--- config.mk ---
export PLATFORM = sky130hd
export DESIGN_NAME = dcc_unit
export DESIGN_NICKNAME = d
export VERILOG_FILES = /design/src/logic/dcc_pkg.sv /design/src/logic/dcc_unit.sv
export VERILOG_INCLUDE_DIRS = /design/src /design/src/logic
export SDC_FILE = /design/constraint.sdc
export NUM_CORES = 1
export LEC_CHECK = 0
export BUFFER_PORTS_ARGS = -buffer_cell sky130_fd_sc_hd__buf_2
export CAP_MARGIN = 20
export CELL_PAD_IN_SITES_DETAIL_PLACEMENT = 2
export CELL_PAD_IN_SITES_GLOBAL_PLACEMENT = 2
export CORE_MARGIN = 5
export CORE_UTILIZATION = 32
export CTS_CLUSTER_SIZE = 14
export DETAILED_ROUTE_END_ITERATION = 12
export GPL_ROUTABILITY_DRIVEN = 1
export PLACE_DENSITY_LB_ADDON = 0.1
export SYNTH_ARGS = -nofsm -noshare
export SYNTH_HDL_FRONTEND = slang
export SYNTH_SLANG_ARGS = --single-unit
--- constraint.sdc ---
create_clock -name aclk -period 2.5 [get_ports aclk]
set_input_delay 0.5 -clock aclk [delete_from_list [all_inputs] [get_ports aclk]]
set_output_delay 0.5 -clock aclk [all_outputs]
set_load 0.05 [all_outputs]
--- src/logic/dcc_map.svh ---
`ifndef DCC_MAP_SVH
`define DCC_MAP_SVH
// Register byte addresses on the AXI4-Lite slave.
`define DCC_CTRL1_ADDR   8'h00
`define DCC_VALUE1_ADDR  8'h04
`define DCC_CTRL2_ADDR   8'h08
`define DCC_VALUE2_ADDR  8'h0C
`define DCC_STATUS_ADDR  8'h10
`define DCC_TIMER_ADDR   8'h14
// Field positions.
`define DCC_MODE_MSB     3
`define DCC_DUTY_LSB     4
`define DCC_DUTY_MSB     5
`define DCC_STAT_FLAG1   0
`define DCC_STAT_FLAG2   1
`define DCC_STAT_SYNC    2
`define DCC_STAT_PINSEL  3
`define DCC_STAT_OUT1    4
`define DCC_STAT_OUT2    5
// Mode codes of the four-bit channel mode field.
`define DCC_M_OFF        4'h0
`define DCC_M_TOGGLE     4'h2
`define DCC_M_CAP_FALL   4'h4
`define DCC_M_CAP_RISE   4'h5
`define DCC_M_CAP_RISE4  4'h6
`define DCC_M_CAP_RISE16 4'h7
`define DCC_M_SET_HIGH   4'h8
`define DCC_M_SET_LOW    4'h9
`define DCC_M_SOFT_IRQ   4'hA
`define DCC_M_SPECIAL    4'hB
// Prescaler terminal counts for every 4th and every 16th edge.
`define DCC_PS4_LAST     4'h3
`define DCC_PS16_LAST    4'hF
// Reset values and AXI responses.
`define DCC_RST_BYTE     8'h00
`define DCC_RST_WORD     16'h0000
`define DCC_RESP_OKAY    2'b00
`define DCC_RESP_SLVERR  2'b10
`endif

--- src/logic/dcc_pkg.sv ---
package dcc_pkg;
   // Decoded operating class of one channel.
   typedef enum logic [3:0] {
      DCC_OFF     = 4'b0001,
      DCC_CAPTURE = 4'b0010,
      DCC_COMPARE = 4'b0100,
      DCC_PWM     = 4'b1000
   } dcc_class_t;
   // Per-channel software state: control byte and the value register pair.
   typedef struct packed {
      logic [7:0]  control;
      logic [15:0] value;
   } dcc_chan_t;
   // Channel event outputs to the timers and converter.
   typedef struct packed {
      logic match;
      logic timer1_reset;
      logic start_conv;
   } dcc_evt_t;
endpackage : dcc_pkg

--- src/logic/dcc_unit.sv ---
// Operation
// [RULE1] Capture and compare use timer one; PWM uses timer two.
// [RULE2] Both channels run at once, sharing their class's timer.
// [RULE3] Capture works only while timer one is synchronous.
// [RULE4] Strap high routes channel two to C1, low to B3.
// [RULE5] Channel two special event clears timer one, starts conversion.
// [RULE6] Channel one special event clears timer one.
// [RULE7] Either may clear timer one; only channel two converts.
// [RULE8] PWM channels share the timer-two period and update.
// [RULE9] A capture loads all sixteen timer-one bits.
// [RULE10] Capture on falling, rising, fourth or sixteenth rising edge.
// [RULE11] A capture sets the flag; only software clears it.
// [RULE12] A newer capture overwrites an unread value.
// [RULE13] A port write toggling the routed pin can capture.
// [RULE14] Software masks and clears the flag on mode changes.
// [RULE15] Prescaler clears when off, outside capture, or in reset.
// [RULE16] Switching prescaler settings keeps the count.
// [RULE17] A 16-bit match sets, clears, toggles or keeps the pin.
// [RULE18] Zero control on channel two forces its latch low.
// [RULE19] Software keeps timer one synchronous for compare.
// [RULE20] Mode 1010 only sets the flag.
// [RULE21] Software sets pin direction per mode.
// [RULE22] Simultaneous captures sample one timer value.
// [RULE23] Codes 0100 to 0111 capture; 0000 resets the channel.
// [RULE24] Codes 0010, 1000, 1001, 1011 compare; 11xx is PWM.
// [RULE25] Special event clears the serving timer.
// [RULE26] One match per timer step, one flag set and action.
//
// Added by the designer: the address map and the AXI4-Lite register port.
`timescale 1ns/1ns
`include "dcc_map.svh"
module dcc_unit (
   input  wire logic        aclk,              // System clock, 250 MHz.
   input  wire logic        aresetn,           // Synchronous reset, active low.
   input  wire logic [7:0]  s_axi_awaddr,      // Write address.
   input  wire logic        s_axi_awvalid,     // Write address valid.
   output logic             s_axi_awready,     // Write address ready.
   input  wire logic [31:0] s_axi_wdata,       // Write data.
   input  wire logic [3:0]  s_axi_wstrb,       // Write byte strobes.
   input  wire logic        s_axi_wvalid,      // Write data valid.
   output logic             s_axi_wready,      // Write data ready.
   output logic [1:0]       s_axi_bresp,       // Write response.
   output logic             s_axi_bvalid,      // Write response valid.
   input  wire logic        s_axi_bready,      // Write response ready.
   input  wire logic [7:0]  s_axi_araddr,      // Read address.
   input  wire logic        s_axi_arvalid,     // Read address valid.
   output logic             s_axi_arready,     // Read address ready.
   output logic [31:0]      s_axi_rdata,       // Read data.
   output logic [1:0]       s_axi_rresp,       // Read response.
   output logic             s_axi_rvalid,      // Read data valid.
   input  wire logic        s_axi_rready,      // Read data ready.
   input  wire logic [15:0] timer_one_count,   // Free-running capture/compare time base.
   input  wire logic        timer_one_tick,    // One-cycle pulse when timer one increments.
   input  wire logic        timer_one_sync,    // High while timer one is clocked synchronously.
   input  wire logic        timer_two_match,   // One-cycle pulse on the timer-two period match.
   input  wire logic        conv_enabled,      // Converter enabled and able to start.
   input  wire logic        second_channel_pin_select, // Configuration strap for channel two.
   input  wire logic        first_pin_in,      // Channel one pin level.
   input  wire logic        port_c_pin_one_in, // Port C pin one level.
   input  wire logic        port_b_pin_three_in, // Port B pin three level.
   output logic             first_out_q,       // Channel one compare output latch.
   output logic             port_c_pin_one_out_q,   // Channel two latch when routed to C1.
   output logic             port_b_pin_three_out_q, // Channel two latch when routed to B3.
   output logic             first_drive_q,     // Channel one owns its pin (compare action).
   output logic             second_drive_q,    // Channel two owns its routed pin.
   output logic             timer_one_reset_q, // Pulse: clear timer one.
   output logic             timer_two_reset_q, // Clear timer two; always low, PWM has no trigger code.
   output logic             conv_start_q,      // Pulse: start a conversion.
   output logic             pwm_update_q,      // Pulse: shared PWM duty update event.
   output logic [1:0]       request_flag_q     // Channel request flags, level.
);

   // Classify a mode field; used for both channels.
   function automatic dcc_pkg::dcc_class_t mode_class(input logic [3:0] m);
      dcc_pkg::dcc_class_t c;
      c = dcc_pkg::DCC_OFF;
      if (m[3] && m[2]) begin
         c = dcc_pkg::DCC_PWM; // RULE24
      end else if (!m[3] && m[2]) begin
         c = dcc_pkg::DCC_CAPTURE; // RULE23
      end else if (m == `DCC_M_TOGGLE || m[3]) begin
         c = dcc_pkg::DCC_COMPARE; // RULE24
      end
      return c;
   endfunction : mode_class

   // Decide whether a pin edge is a qualifying capture event.
   function automatic logic cap_edge(input logic [3:0] m, input logic prev, input logic now);
      logic r;
      r = 1'b0;
      if (m == `DCC_M_CAP_FALL) begin
         r = prev && !now; // RULE10
      end else begin
         r = !prev && now;
      end
      return r;
   endfunction : cap_edge

   dcc_pkg::dcc_chan_t ch_q [2];
   dcc_pkg::dcc_chan_t ch_d [2];
   logic [1:0]  flag_q, flag_d;
   logic [1:0]  out_q, out_d;
   logic [1:0]  pin_prev_q, pin_prev_d;
   logic [3:0]  ps_q [2];
   logic [3:0]  ps_d [2];
   logic [1:0]  hit_q, hit_d;

   logic        pinsel_q, pinsel_d;
   logic        strap_done_q, strap_done_d;

   dcc_pkg::dcc_evt_t evt [2];
   logic [1:0]  pin_now;
   logic [1:0]  cap_event;
   logic [1:0]  wr_ctrl;
   logic [1:0]  wr_val;
   logic [7:0]  wr_byte;
   logic [15:0] wr_word;

   logic        aw_q, aw_d, w_q, w_d;
   logic        bv_q, bv_d, rv_q, rv_d, bok_q, bok_d;
   logic [7:0]  awa_q, awa_d;
   logic [31:0] wd_q, wd_d;
   logic [31:0] rd_q, rd_d;
   logic [3:0]  ws_q, ws_d;
   logic [1:0]  rr_q, rr_d;

   logic        t1r_d, t2r_d;
   logic        conv_d, upd_d;

   // Channel two input routing; the strap is caught once after reset release.
   always_comb begin
      pin_now[0] = first_pin_in;
      pin_now[1] = pinsel_q ? port_c_pin_one_in : port_b_pin_three_in; // RULE4 RULE13
      pinsel_d = strap_done_q ? pinsel_q : second_channel_pin_select;
      strap_done_d = 1'b1;
   end

   // AXI4-Lite slave: address and data may come in either order; one response follows both.
   always_comb begin
      aw_d = aw_q;
      w_d = w_q;
      awa_d = awa_q;
      wd_d = wd_q;
      ws_d = ws_q;
      bv_d = bv_q;
      bok_d = bok_q;
      rv_d = rv_q;
      rd_d = rd_q;
      rr_d = rr_q;
      wr_ctrl = 2'b00;
      wr_val = 2'b00;
      wr_byte = wd_q[7:0];
      wr_word = wd_q[15:0];
      if (s_axi_awvalid && !aw_q && !bv_q) begin
         aw_d = 1'b1;
         awa_d = s_axi_awaddr;
      end
      if (s_axi_wvalid && !w_q && !bv_q) begin
         w_d = 1'b1;
         wd_d = s_axi_wdata;
         ws_d = s_axi_wstrb;
      end
      if (aw_q && w_q) begin
         aw_d = 1'b0;
         w_d = 1'b0;
         bv_d = 1'b1;
         bok_d = 1'b1;
         unique case (awa_q)
            `DCC_CTRL1_ADDR: wr_ctrl[0] = ws_q[0];
            `DCC_CTRL2_ADDR: wr_ctrl[1] = ws_q[0];
            `DCC_VALUE1_ADDR: wr_val[0] = |ws_q[1:0];
            `DCC_VALUE2_ADDR: wr_val[1] = |ws_q[1:0];
            `DCC_STATUS_ADDR: ;
            default: bok_d = 1'b0;
         endcase
      end
      if (bv_q && s_axi_bready) begin
         bv_d = 1'b0;
      end
      // Reads run beside writes.
      if (s_axi_arvalid && !rv_q) begin
         rv_d = 1'b1;
         rr_d = `DCC_RESP_OKAY;
         rd_d = 32'h0000_0000;
         unique case (s_axi_araddr)
            `DCC_CTRL1_ADDR: rd_d[7:0] = ch_q[0].control;
            `DCC_CTRL2_ADDR: rd_d[7:0] = ch_q[1].control;
            `DCC_VALUE1_ADDR: rd_d[15:0] = ch_q[0].value;
            `DCC_VALUE2_ADDR: rd_d[15:0] = ch_q[1].value;
            `DCC_TIMER_ADDR: rd_d[15:0] = timer_one_count;
            `DCC_STATUS_ADDR: rd_d[5:0] = {out_q, pinsel_q, timer_one_sync, flag_q};
            default: rr_d = `DCC_RESP_SLVERR;
         endcase
      end else if (rv_q && s_axi_rready) begin
         rv_d = 1'b0;
      end
   end

   // Per-channel capture, compare, prescaler and flag logic.
   always_comb begin
      t1r_d = 1'b0;
      t2r_d = 1'b0;
      conv_d = 1'b0;
      upd_d = 1'b0;
      flag_d = flag_q;
      out_d = out_q;
      hit_d = hit_q;
      pin_prev_d = pin_now;
      for (int i = 0; i < 2; i++) begin
         dcc_pkg::dcc_class_t cls;
         logic [3:0] m;
         logic [3:0] last;
         logic       edge_seen;
         ch_d[i] = ch_q[i];
         ps_d[i] = ps_q[i];
         m = ch_q[i].control[`DCC_MODE_MSB:0];
         cls = mode_class(m);
         last = (m == `DCC_M_CAP_RISE16) ? `DCC_PS16_LAST : `DCC_PS4_LAST;
         // Capture while timer one is unsynchronised is undefined, so it is held off.
         edge_seen = cap_edge(m, pin_prev_q[i], pin_now[i]) && timer_one_sync; // RULE3
         cap_event[i] = 1'b0;
         evt[i] = '0;
         if (cls == dcc_pkg::DCC_CAPTURE && edge_seen) begin
            if (m == `DCC_M_CAP_RISE4 || m == `DCC_M_CAP_RISE16) begin
               cap_event[i] = (ps_q[i] == last);
               ps_d[i] = cap_event[i] ? 4'h0 : ps_q[i] + 4'h1; // RULE16
            end else begin
               cap_event[i] = 1'b1;
            end
         end
         // Leaving capture drops a partial count.
         if (cls != dcc_pkg::DCC_CAPTURE) begin
            ps_d[i] = 4'h0; // RULE15
         end
         if (cap_event[i]) begin
            ch_d[i].value = timer_one_count; // RULE9 RULE12 RULE22
         end
         // Match evaluated once per increment; hit_q blocks repeats while the count stays.
         evt[i].match = cls == dcc_pkg::DCC_COMPARE && timer_one_sync &&
                        ch_q[i].value == timer_one_count && !hit_q[i]; // RULE17 RULE26
         // A match in the tick cycle still blocks repeats until the next step.
         if (evt[i].match) begin
            hit_d[i] = 1'b1;
         end else if (timer_one_tick) begin
            hit_d[i] = 1'b0;
         end
         if (evt[i].match) begin
            unique case (m)
               `DCC_M_TOGGLE: out_d[i] = !out_q[i];
               `DCC_M_SET_HIGH: out_d[i] = 1'b1;
               `DCC_M_SET_LOW: out_d[i] = 1'b0;
               `DCC_M_SPECIAL: evt[i].timer1_reset = 1'b1; // RULE25 RULE5 RULE6 RULE7
               default: ; // RULE20
            endcase
         end
         // Only channel two may start the converter.
         evt[i].start_conv = evt[i].timer1_reset && i == 1 && conv_enabled; // RULE7
         // Software write of the control byte; zero resets the channel.
         if (wr_ctrl[i]) begin
            ch_d[i].control = wr_byte;
            if (wr_byte[`DCC_MODE_MSB:0] == `DCC_M_OFF) begin
               out_d[i] = 1'b0; // RULE18 RULE23
               ps_d[i] = 4'h0; // RULE15
            end else if (wr_byte[`DCC_MODE_MSB:0] == `DCC_M_SET_HIGH) begin
               out_d[i] = 1'b0;
            end else if (wr_byte[`DCC_MODE_MSB:0] == `DCC_M_SET_LOW) begin
               out_d[i] = 1'b1;
            end
         end
         if (wr_val[i]) begin
            ch_d[i].value = wr_word;
         end
         // Status writes of one clear flags, but a same-cycle event wins.
         if (wr_ctrl == 2'b00 && aw_q && w_q && awa_q == `DCC_STATUS_ADDR && ws_q[0] &&
             wd_q[i]) begin
            flag_d[i] = 1'b0;
         end
         if (cap_event[i] || evt[i].match) begin
            flag_d[i] = 1'b1; // RULE11
         end
         t1r_d = t1r_d | evt[i].timer1_reset;
         conv_d = conv_d | evt[i].start_conv;
         // Both PWM channels follow the single timer-two match.
         if (cls == dcc_pkg::DCC_PWM && timer_two_match) begin
            upd_d = 1'b1; // RULE1 RULE2 RULE8
         end
      end
      // Special event in PWM class would target timer two, but PWM has no trigger code.
      t2r_d = 1'b0;
   end

   // Registers: store values computed above, and decode pin drive enables and the C1/B3 latch routing.
   always_ff @(posedge aclk) begin
      if (!aresetn) begin
         for (int i = 0; i < 2; i++) begin
            ch_q[i] <= '0;
            ps_q[i] <= 4'h0;
         end
         flag_q <= 2'b00;
         out_q <= 2'b00;
         hit_q <= 2'b00;
         pin_prev_q <= 2'b00;
         pinsel_q <= 1'b1;
         strap_done_q <= 1'b0;
         aw_q <= 1'b0;
         w_q <= 1'b0;
         bv_q <= 1'b0;
         bok_q <= 1'b0;
         rv_q <= 1'b0;
         awa_q <= `DCC_RST_BYTE;
         wd_q <= 32'h0000_0000;
         ws_q <= 4'h0;
         rd_q <= 32'h0000_0000;
         rr_q <= `DCC_RESP_OKAY;
         first_out_q <= 1'b0;
         port_c_pin_one_out_q <= 1'b0;
         port_b_pin_three_out_q <= 1'b0;
         first_drive_q <= 1'b0;
         second_drive_q <= 1'b0;
         timer_one_reset_q <= 1'b0;
         timer_two_reset_q <= 1'b0;
         conv_start_q <= 1'b0;
         pwm_update_q <= 1'b0;
         request_flag_q <= 2'b00;
      end else begin
         for (int i = 0; i < 2; i++) begin
            ch_q[i] <= ch_d[i];
            ps_q[i] <= ps_d[i];
         end
         flag_q <= flag_d;
         out_q <= out_d;
         hit_q <= hit_d;
         pin_prev_q <= pin_prev_d;
         pinsel_q <= pinsel_d;
         strap_done_q <= strap_done_d;
         aw_q <= aw_d;
         w_q <= w_d;
         bv_q <= bv_d;
         bok_q <= bok_d;
         rv_q <= rv_d;
         awa_q <= awa_d;
         wd_q <= wd_d;
         ws_q <= ws_d;
         rd_q <= rd_d;
         rr_q <= rr_d;
         first_out_q <= out_d[0];
         port_c_pin_one_out_q <= pinsel_q ? out_d[1] : 1'b0; // RULE4
         port_b_pin_three_out_q <= pinsel_q ? 1'b0 : out_d[1];
         first_drive_q <= mode_class(ch_d[0].control[`DCC_MODE_MSB:0]) == dcc_pkg::DCC_COMPARE
                          && ch_d[0].control[`DCC_MODE_MSB:0] != `DCC_M_SOFT_IRQ;
         second_drive_q <= mode_class(ch_d[1].control[`DCC_MODE_MSB:0]) == dcc_pkg::DCC_COMPARE
                           && ch_d[1].control[`DCC_MODE_MSB:0] != `DCC_M_SOFT_IRQ; // RULE20
         timer_one_reset_q <= t1r_d;
         timer_two_reset_q <= t2r_d;
         conv_start_q <= conv_d;
         pwm_update_q <= upd_d;
         request_flag_q <= flag_d;
      end
   end

   // Bus handshakes come from registered state.
   always_comb begin
      s_axi_awready = !aw_q && !bv_q;
      s_axi_wready = !w_q && !bv_q;
      s_axi_bvalid = bv_q;
      s_axi_bresp = bok_q ? `DCC_RESP_OKAY : `DCC_RESP_SLVERR;
      s_axi_arready = !rv_q;
      s_axi_rvalid = rv_q;
      s_axi_rdata = rd_q;
      s_axi_rresp = rr_q;
   end

endmodule : dcc_unit

# Word level (Yosys, flattened, before mapping)

Memory sizes are Yosys's and may differ from the RTL's.
Index checks and enable logic that the tools add are counted.

Register bits after elaboration: 67
Bits in writable memories: 56
Bits of input ports: 83
Output and inout port bits: 52
Word-level logic and storage cells: 248
Memories kept: 2

Add/subtract/negate cells: 2
Equal/unequal tests: 43
Mux-type cells: 86
Bitwise gates (word level): 6
Reductions and logical operators: 83

Memories:

| name | depth | width | read ports | clocked after memory_dff | write ports | RTL line        | text |
|---|---|---|---|---|---|---|---|
| ch_q | 2     | 24    | 2          | 0                        | 2           | dcc_unit.sv:99  | `dcc_pkg::dcc_chan_t ch_q [2];` |
| ps_q | 2     | 4     | 2          | 0                        | 2           | dcc_unit.sv:104 | `logic [3:0] ps_q [2];` |

Operators with widths:

| operator                                             | number |
|---|---|
| 2-to-1 mux 4 bit                                     | 22 |
| 2-to-1 mux 16 bit                                    | 4 |
| 2-to-1 mux 24 bit                                    | 2 |
| logical AND 1 bit                                    | 43 |
| equality test 4 x 3 -> 1 bit (second input constant) | 10 |
| equality test 4 bit (second input constant)          | 10 |
| 2-to-1 mux 1 bit                                     | 39 |
| case mux 6 bit (6 select lines)                      | 1 |
| equality test 16 bit                                 | 2 |
| equality test 8 x 4 -> 1 bit (second input constant) | 4 |
| equality test 4 x 2 -> 1 bit (second input constant) | 6 |
| equality test 8 x 5 -> 1 bit (second input constant) | 3 |
| 2-to-1 mux 3 bit                                     | 8 |
| case mux 8 bit (3 select lines)                      | 1 |
| equality test 8 x 3 -> 1 bit (second input constant) | 2 |
| zero test 1 bit                                      | 16 |
| zero test 8 bit                                      | 2 |
| 2-to-1 mux 8 bit                                     | 2 |
| case mux 2 bit (5 select lines)                      | 1 |
| nonzero test 2 bit                                   | 5 |
| adder 4 x 1 -> 4 bit (second input constant)         | 2 |
| equality test 4 bit                                  | 2 |
| logical OR 1 bit                                     | 8 |
| 2-to-1 mux 2 bit                                     | 4 |
| 11 further kinds                                     | 21 |

# Logic depth before layout (Yosys ltp)

An unclocked memory read counts as a cell.

Word-level depth: 15
Depth in mapped cells: 8

# Least setup slack after synthesis

OpenSTA, ideal clock, no wires.

Path kind: register -> register
Start: register bv_q, in the netlist s_axi_bvalid
End: register wd_q[15]
Arrival: 2.225 ns
Data required time: 2.428 ns
Slack: 0.202 ns
Cell stages (with the launch flop): 7
Clock period less this slack: 2.298 ns
Path through: dfxtp_1 > nor2_1 > and2_1 > clkbuf_1 > clkbuf_1 > nand2_1 > a21oi_1

Cells in the longest elaborated chain, start to end: 2

RTL lines:

| element                | RTL line        | text |
|---|---|---|
| start, declared        | dcc_unit.sv:120 | `logic bv_q, bv_d, rv_q, rv_d, bok_q, bok_d;` |
| start signal, assigned | dcc_unit.sv:338 | `bv_q <= bv_d;` |
| zero test 1 bit        | dcc_unit.sv:158 | `if (s_axi_wvalid && !w_q && !bv_q) begin` |
| logical AND 1 bit      | dcc_unit.sv:158 |  |
| end signal, assigned   | dcc_unit.sv:342 | `wd_q <= wd_d;` |
| end, declared          | dcc_unit.sv:122 | `logic [31:0] wd_q, wd_d;` |

No other way between the ends.
A chain may end at the register's enable or synchronous reset.

# Worst setup path in the final report

Start: register awa_q[1]
End: register port_c_pin_one_out_q

Cells in the longest elaborated chain, start to end: 4

RTL lines:

| element                      | RTL line        | text |
|---|---|---|
| start, declared              | dcc_unit.sv:121 | `logic [7:0] awa_q, awa_d;` |
| start signal, assigned       | dcc_unit.sv:310 | `` awa_q <= `DCC_RST_BYTE; `` |
| start signal, assigned       | dcc_unit.sv:341 | `awa_q <= awa_d;` |
| equality test 8 x 4 -> 1 bit | dcc_unit.sv:168 | `unique case (awa_q)` |
| 2-to-1 mux 1 bit             | dcc_unit.sv:168 |  |
| 2-to-1 mux 2 bit             | dcc_unit.sv:163 | `if (aw_q && w_q) begin` |
| 2-to-1 mux 1 bit             | dcc_unit.sv:259 | `if (wr_ctrl[i]) begin` |
| end signal, assigned         | dcc_unit.sv:347 | `port_c_pin_one_out_q <= pinsel_q ? out_d[1] : 1'b0;` |
| end, declared                | dcc_unit.sv:62  | `output logic port_c_pin_one_out_q,` |

No other way between the ends.

==> out/results.ini <==
[worst_setup_path]
crit_path_start_kind = register
r2r-end = port_c_pin_one_out_q$_SDFF_PN0_
crit_path_end_kind = register
critical_path_class = register to register
r2r-start = awa_q[1]$_SDFFE_PN0P_
reg2reg_setup_slack_ps = 340
arrival_ps = 2510
critPathRequiredTime_ps = 2850
crit_fanout = 6
worstRegToRegCells = 7

[logic_synthesis]
ys_ff_latch = 121
yosysWarnings = 0
yosysSeqAreaShare_pct = 39.2
synth_edf_count = 0
ys.flop_type = dfxtp_1
async_reset_ff_share_pct = 0
postSynthCellCount = 728
synth_area_um2 = 6180
synth.avg_cell_area_um2 = 8.48
ys_types = 67

[drt]
drt_pass1_iterations = 5
drc = 0
wire_per_inst_um = 19.8
routed_wirelength_mm = 21.7
vias = 5600
drtIter0Drc = 203
routed_via_density = 5.10
antenna_left = 0

[run]
drv_cap = 0

[sta]
setup-tns-final_ps = 0
finalHoldViolCount = 0
rsz0062_at_grt = false
setup_viol = 0
slew_headroom_pct = 52.3
worstMarginPinSlew_ps = 714
max_freq_mhz = 463
final_max_slew_viol_count = 0
period_share_pct = 86.4
fin_crit_ps = 2160
skew_ps = 9.14

[cells_and_area]
layout_common_cells = dfxtp_1 (121), nand2_1 (113), buf_2 (97), a21oi_1 (80), o21ai_0 (51)
nets = 910
drive_gt1_share_pct = 23.3
diodes = 0
area_delta_synth_final_pct = 21.0
layout_commonest_cell = dfxtp_1

[power_and_ir_drop]
switching_share_pct = 26.0
p_sw_mw = 1.34
ir_drop_uv = 441
cellInternalPower_mw = 3.80
powerDensity_nw_per_um2 = 687
p_leak_nw = 2.96
p_seq_share_pct = 39.7
total_power_mw = 5.13
pwr-share-clk_pct = 50.4
combPwrFrac_pct = 9.9

[grt]
grt_pass1_wl_mm = 34.3
grt_usage_pct = 19.7
grt_max_degree = 47
grt_antenna_before_repair = 0
grt_pass1_vias = 6026
grt_overflow = 0

[clocking]
cts.path.max_buffers = 2
cts_root_buf = clkbuf_16
cts_setup_buffers = 0
cts_hold_buf = 0
numCtsBuffers = 17
cts_tree = yes
cts.sinks = 121
clk_latency_ps = 420
cts-resized-gates = 0
clk_pin_slew_ps = 60
cts_max_level = 4

[floorplan]
initial_utilization_pct = 32.8
design.die.area_um2 = 22200
io_pins = 135
fp.dieH_um = 149
die-width_um = 149
rows = 50
core_um2 = 18800

[worst_hold_path]
holdPathEnd = s_axi_rvalid$_SDFFE_PN0P_
hp-start = s_axi_rready
worstHoldPathCells = 2
hold_path_class = primary input to register

[place]
gp_congestion = 0.868
dp_hpwl_mm = 16.4
io_buffers = 97

[status]
status = finished, final reports clean

## worst max-delay path: stages (launching register included)
cell and delay, ps:
dfxtp_1 310, or4_4 570, nor4_4 430, buf_4 230
a31oi_1 120, nand4_1 150, a2bb2oi_2 110, nor3b_2 180
## cell type report
cell class                      instances  area [um2]
Tap cell                              260         325
Inverter                               10        37.5
Timing Repair Buffer                  121         691
Multi-Input combinational cell        554        3380
Fill cell                            2161       11400
Sequential cell                       121        2420
Clock inverter                         10         140
Clock buffer                           22         484
## sequential cells by signal, indices dropped and copies added (netlist names), 2 cells and up
register,flops
ws_q,2
ch_q,48
pin_prev_q,2
flag_q,2
awa_q,8
hit_q,2
s_axi_rdata,16
out_q,2
ps_q,8
wd_q,16
## per-layer routing
layer | wire [um] | vias up | GRT usage, %
met2 | 10400 | 124 | 32.9
met5 | 0 | - | 0
met1 | 10200 | 2739 | 26.2
met3 | 947 | 12 | 3.98
li1 | - | 2725 | -
met4 | 156 | 0 | 4.94
## worst max path at each step
stage,startpoint,end,slack (ps),cells past startpoint
2_1_floorplan,s_axi_bvalid$_SDFFE_PP0P_,wd_q[15]$_SDFFE_PN0P_,200,6
3_3_place_gp,timer_one_count[8],port_c_pin_one_out_q$_SDFF_PN0_,190,7
6_report,awa_q[1]$_SDFFE_PN0P_,port_c_pin_one_out_q$_SDFF_PN0_,340,7
4_1_cts,awa_q[1]$_SDFFE_PN0P_,port_c_pin_one_out_q$_SDFF_PN0_,320,5
3_5_place_dp,timer_one_count[8],port_c_pin_one_out_q$_SDFF_PN0_,130,7
5_1_grt,awa_q[1]$_SDFFE_PN0P_,out_q[1]$_SDFF_PN0_,220,5
## through the flow
stage               std cells  hold slack [ps]  area, um2  util (%)  setup WS (ps)
detailed placement       1066              443       6850      36.4            130
finish                   1098              284       7480      39.7            340
global placement         1066              439       6850      36.4            188
CTS                      1098              257       7480      39.7            322
global route             1098              267       7480      39.7            222
floorplan                 746              432       6240         -            202
## power groups by stage
| stage | registers (mW) | clock network [mW] | logic (mW) |
|---|---|---|---|
| after floorplan | 2.09 | 0 | 0.335 |
| after CTS | 2.04 | 2.65 | 0.513 |
| after detailed placement | 2.08 | 0 | 0.510 |
| after global routing | 2.05 | 2.74 | 0.550 |
| final | 2.04 | 2.59 | 0.507 |
| after global placement | 2.08 | 0 | 0.496 |
## synthesized netlist by cell type, drive strengths merged (3+ instances only)
cell | instances | area (um2)
mux2 | 4 | 45.0
o22ai | 3 | 18.8
and3 | 11 | 68.8
xor2 | 8 | 70.1
inv | 10 | 37.5
a22o | 7 | 61.3
nor2b | 9 | 56.3
buf | 30 | 220
nor3 | 12 | 75.1
a22oi | 9 | 67.6
dfxtp | 121 | 2420
nand2 | 123 | 487
nand4 | 13 | 81.3
nor2 | 42 | 160
a21oi | 90 | 495
o21ai | 56 | 280
clkbuf | 31 | 188
and2 | 5 | 31.3
nor4 | 4 | 55.1
xnor2 | 27 | 236
or4 | 4 | 37.5
nor3b | 4 | 35.0
mux2i | 49 | 490
nand2b | 5 | 31.3
a221oi | 3 | 26.3
a31oi | 8 | 50.1
nand3 | 11 | 55.1
o2111ai | 4 | 35.0
## cells by family after synthesis
kind of cell,Yosys count,synth area share [%]
simple gates,251,20.1
compound gates,194,19.4
flops,121,39.2
buf+inv,71,7.21
mux,53,8.67
xor+xnor,35,4.96
fa+ha+maj,2,0.405
other cells,1,0.0607
No activity file was read; power rests on OpenSTA's default activity.
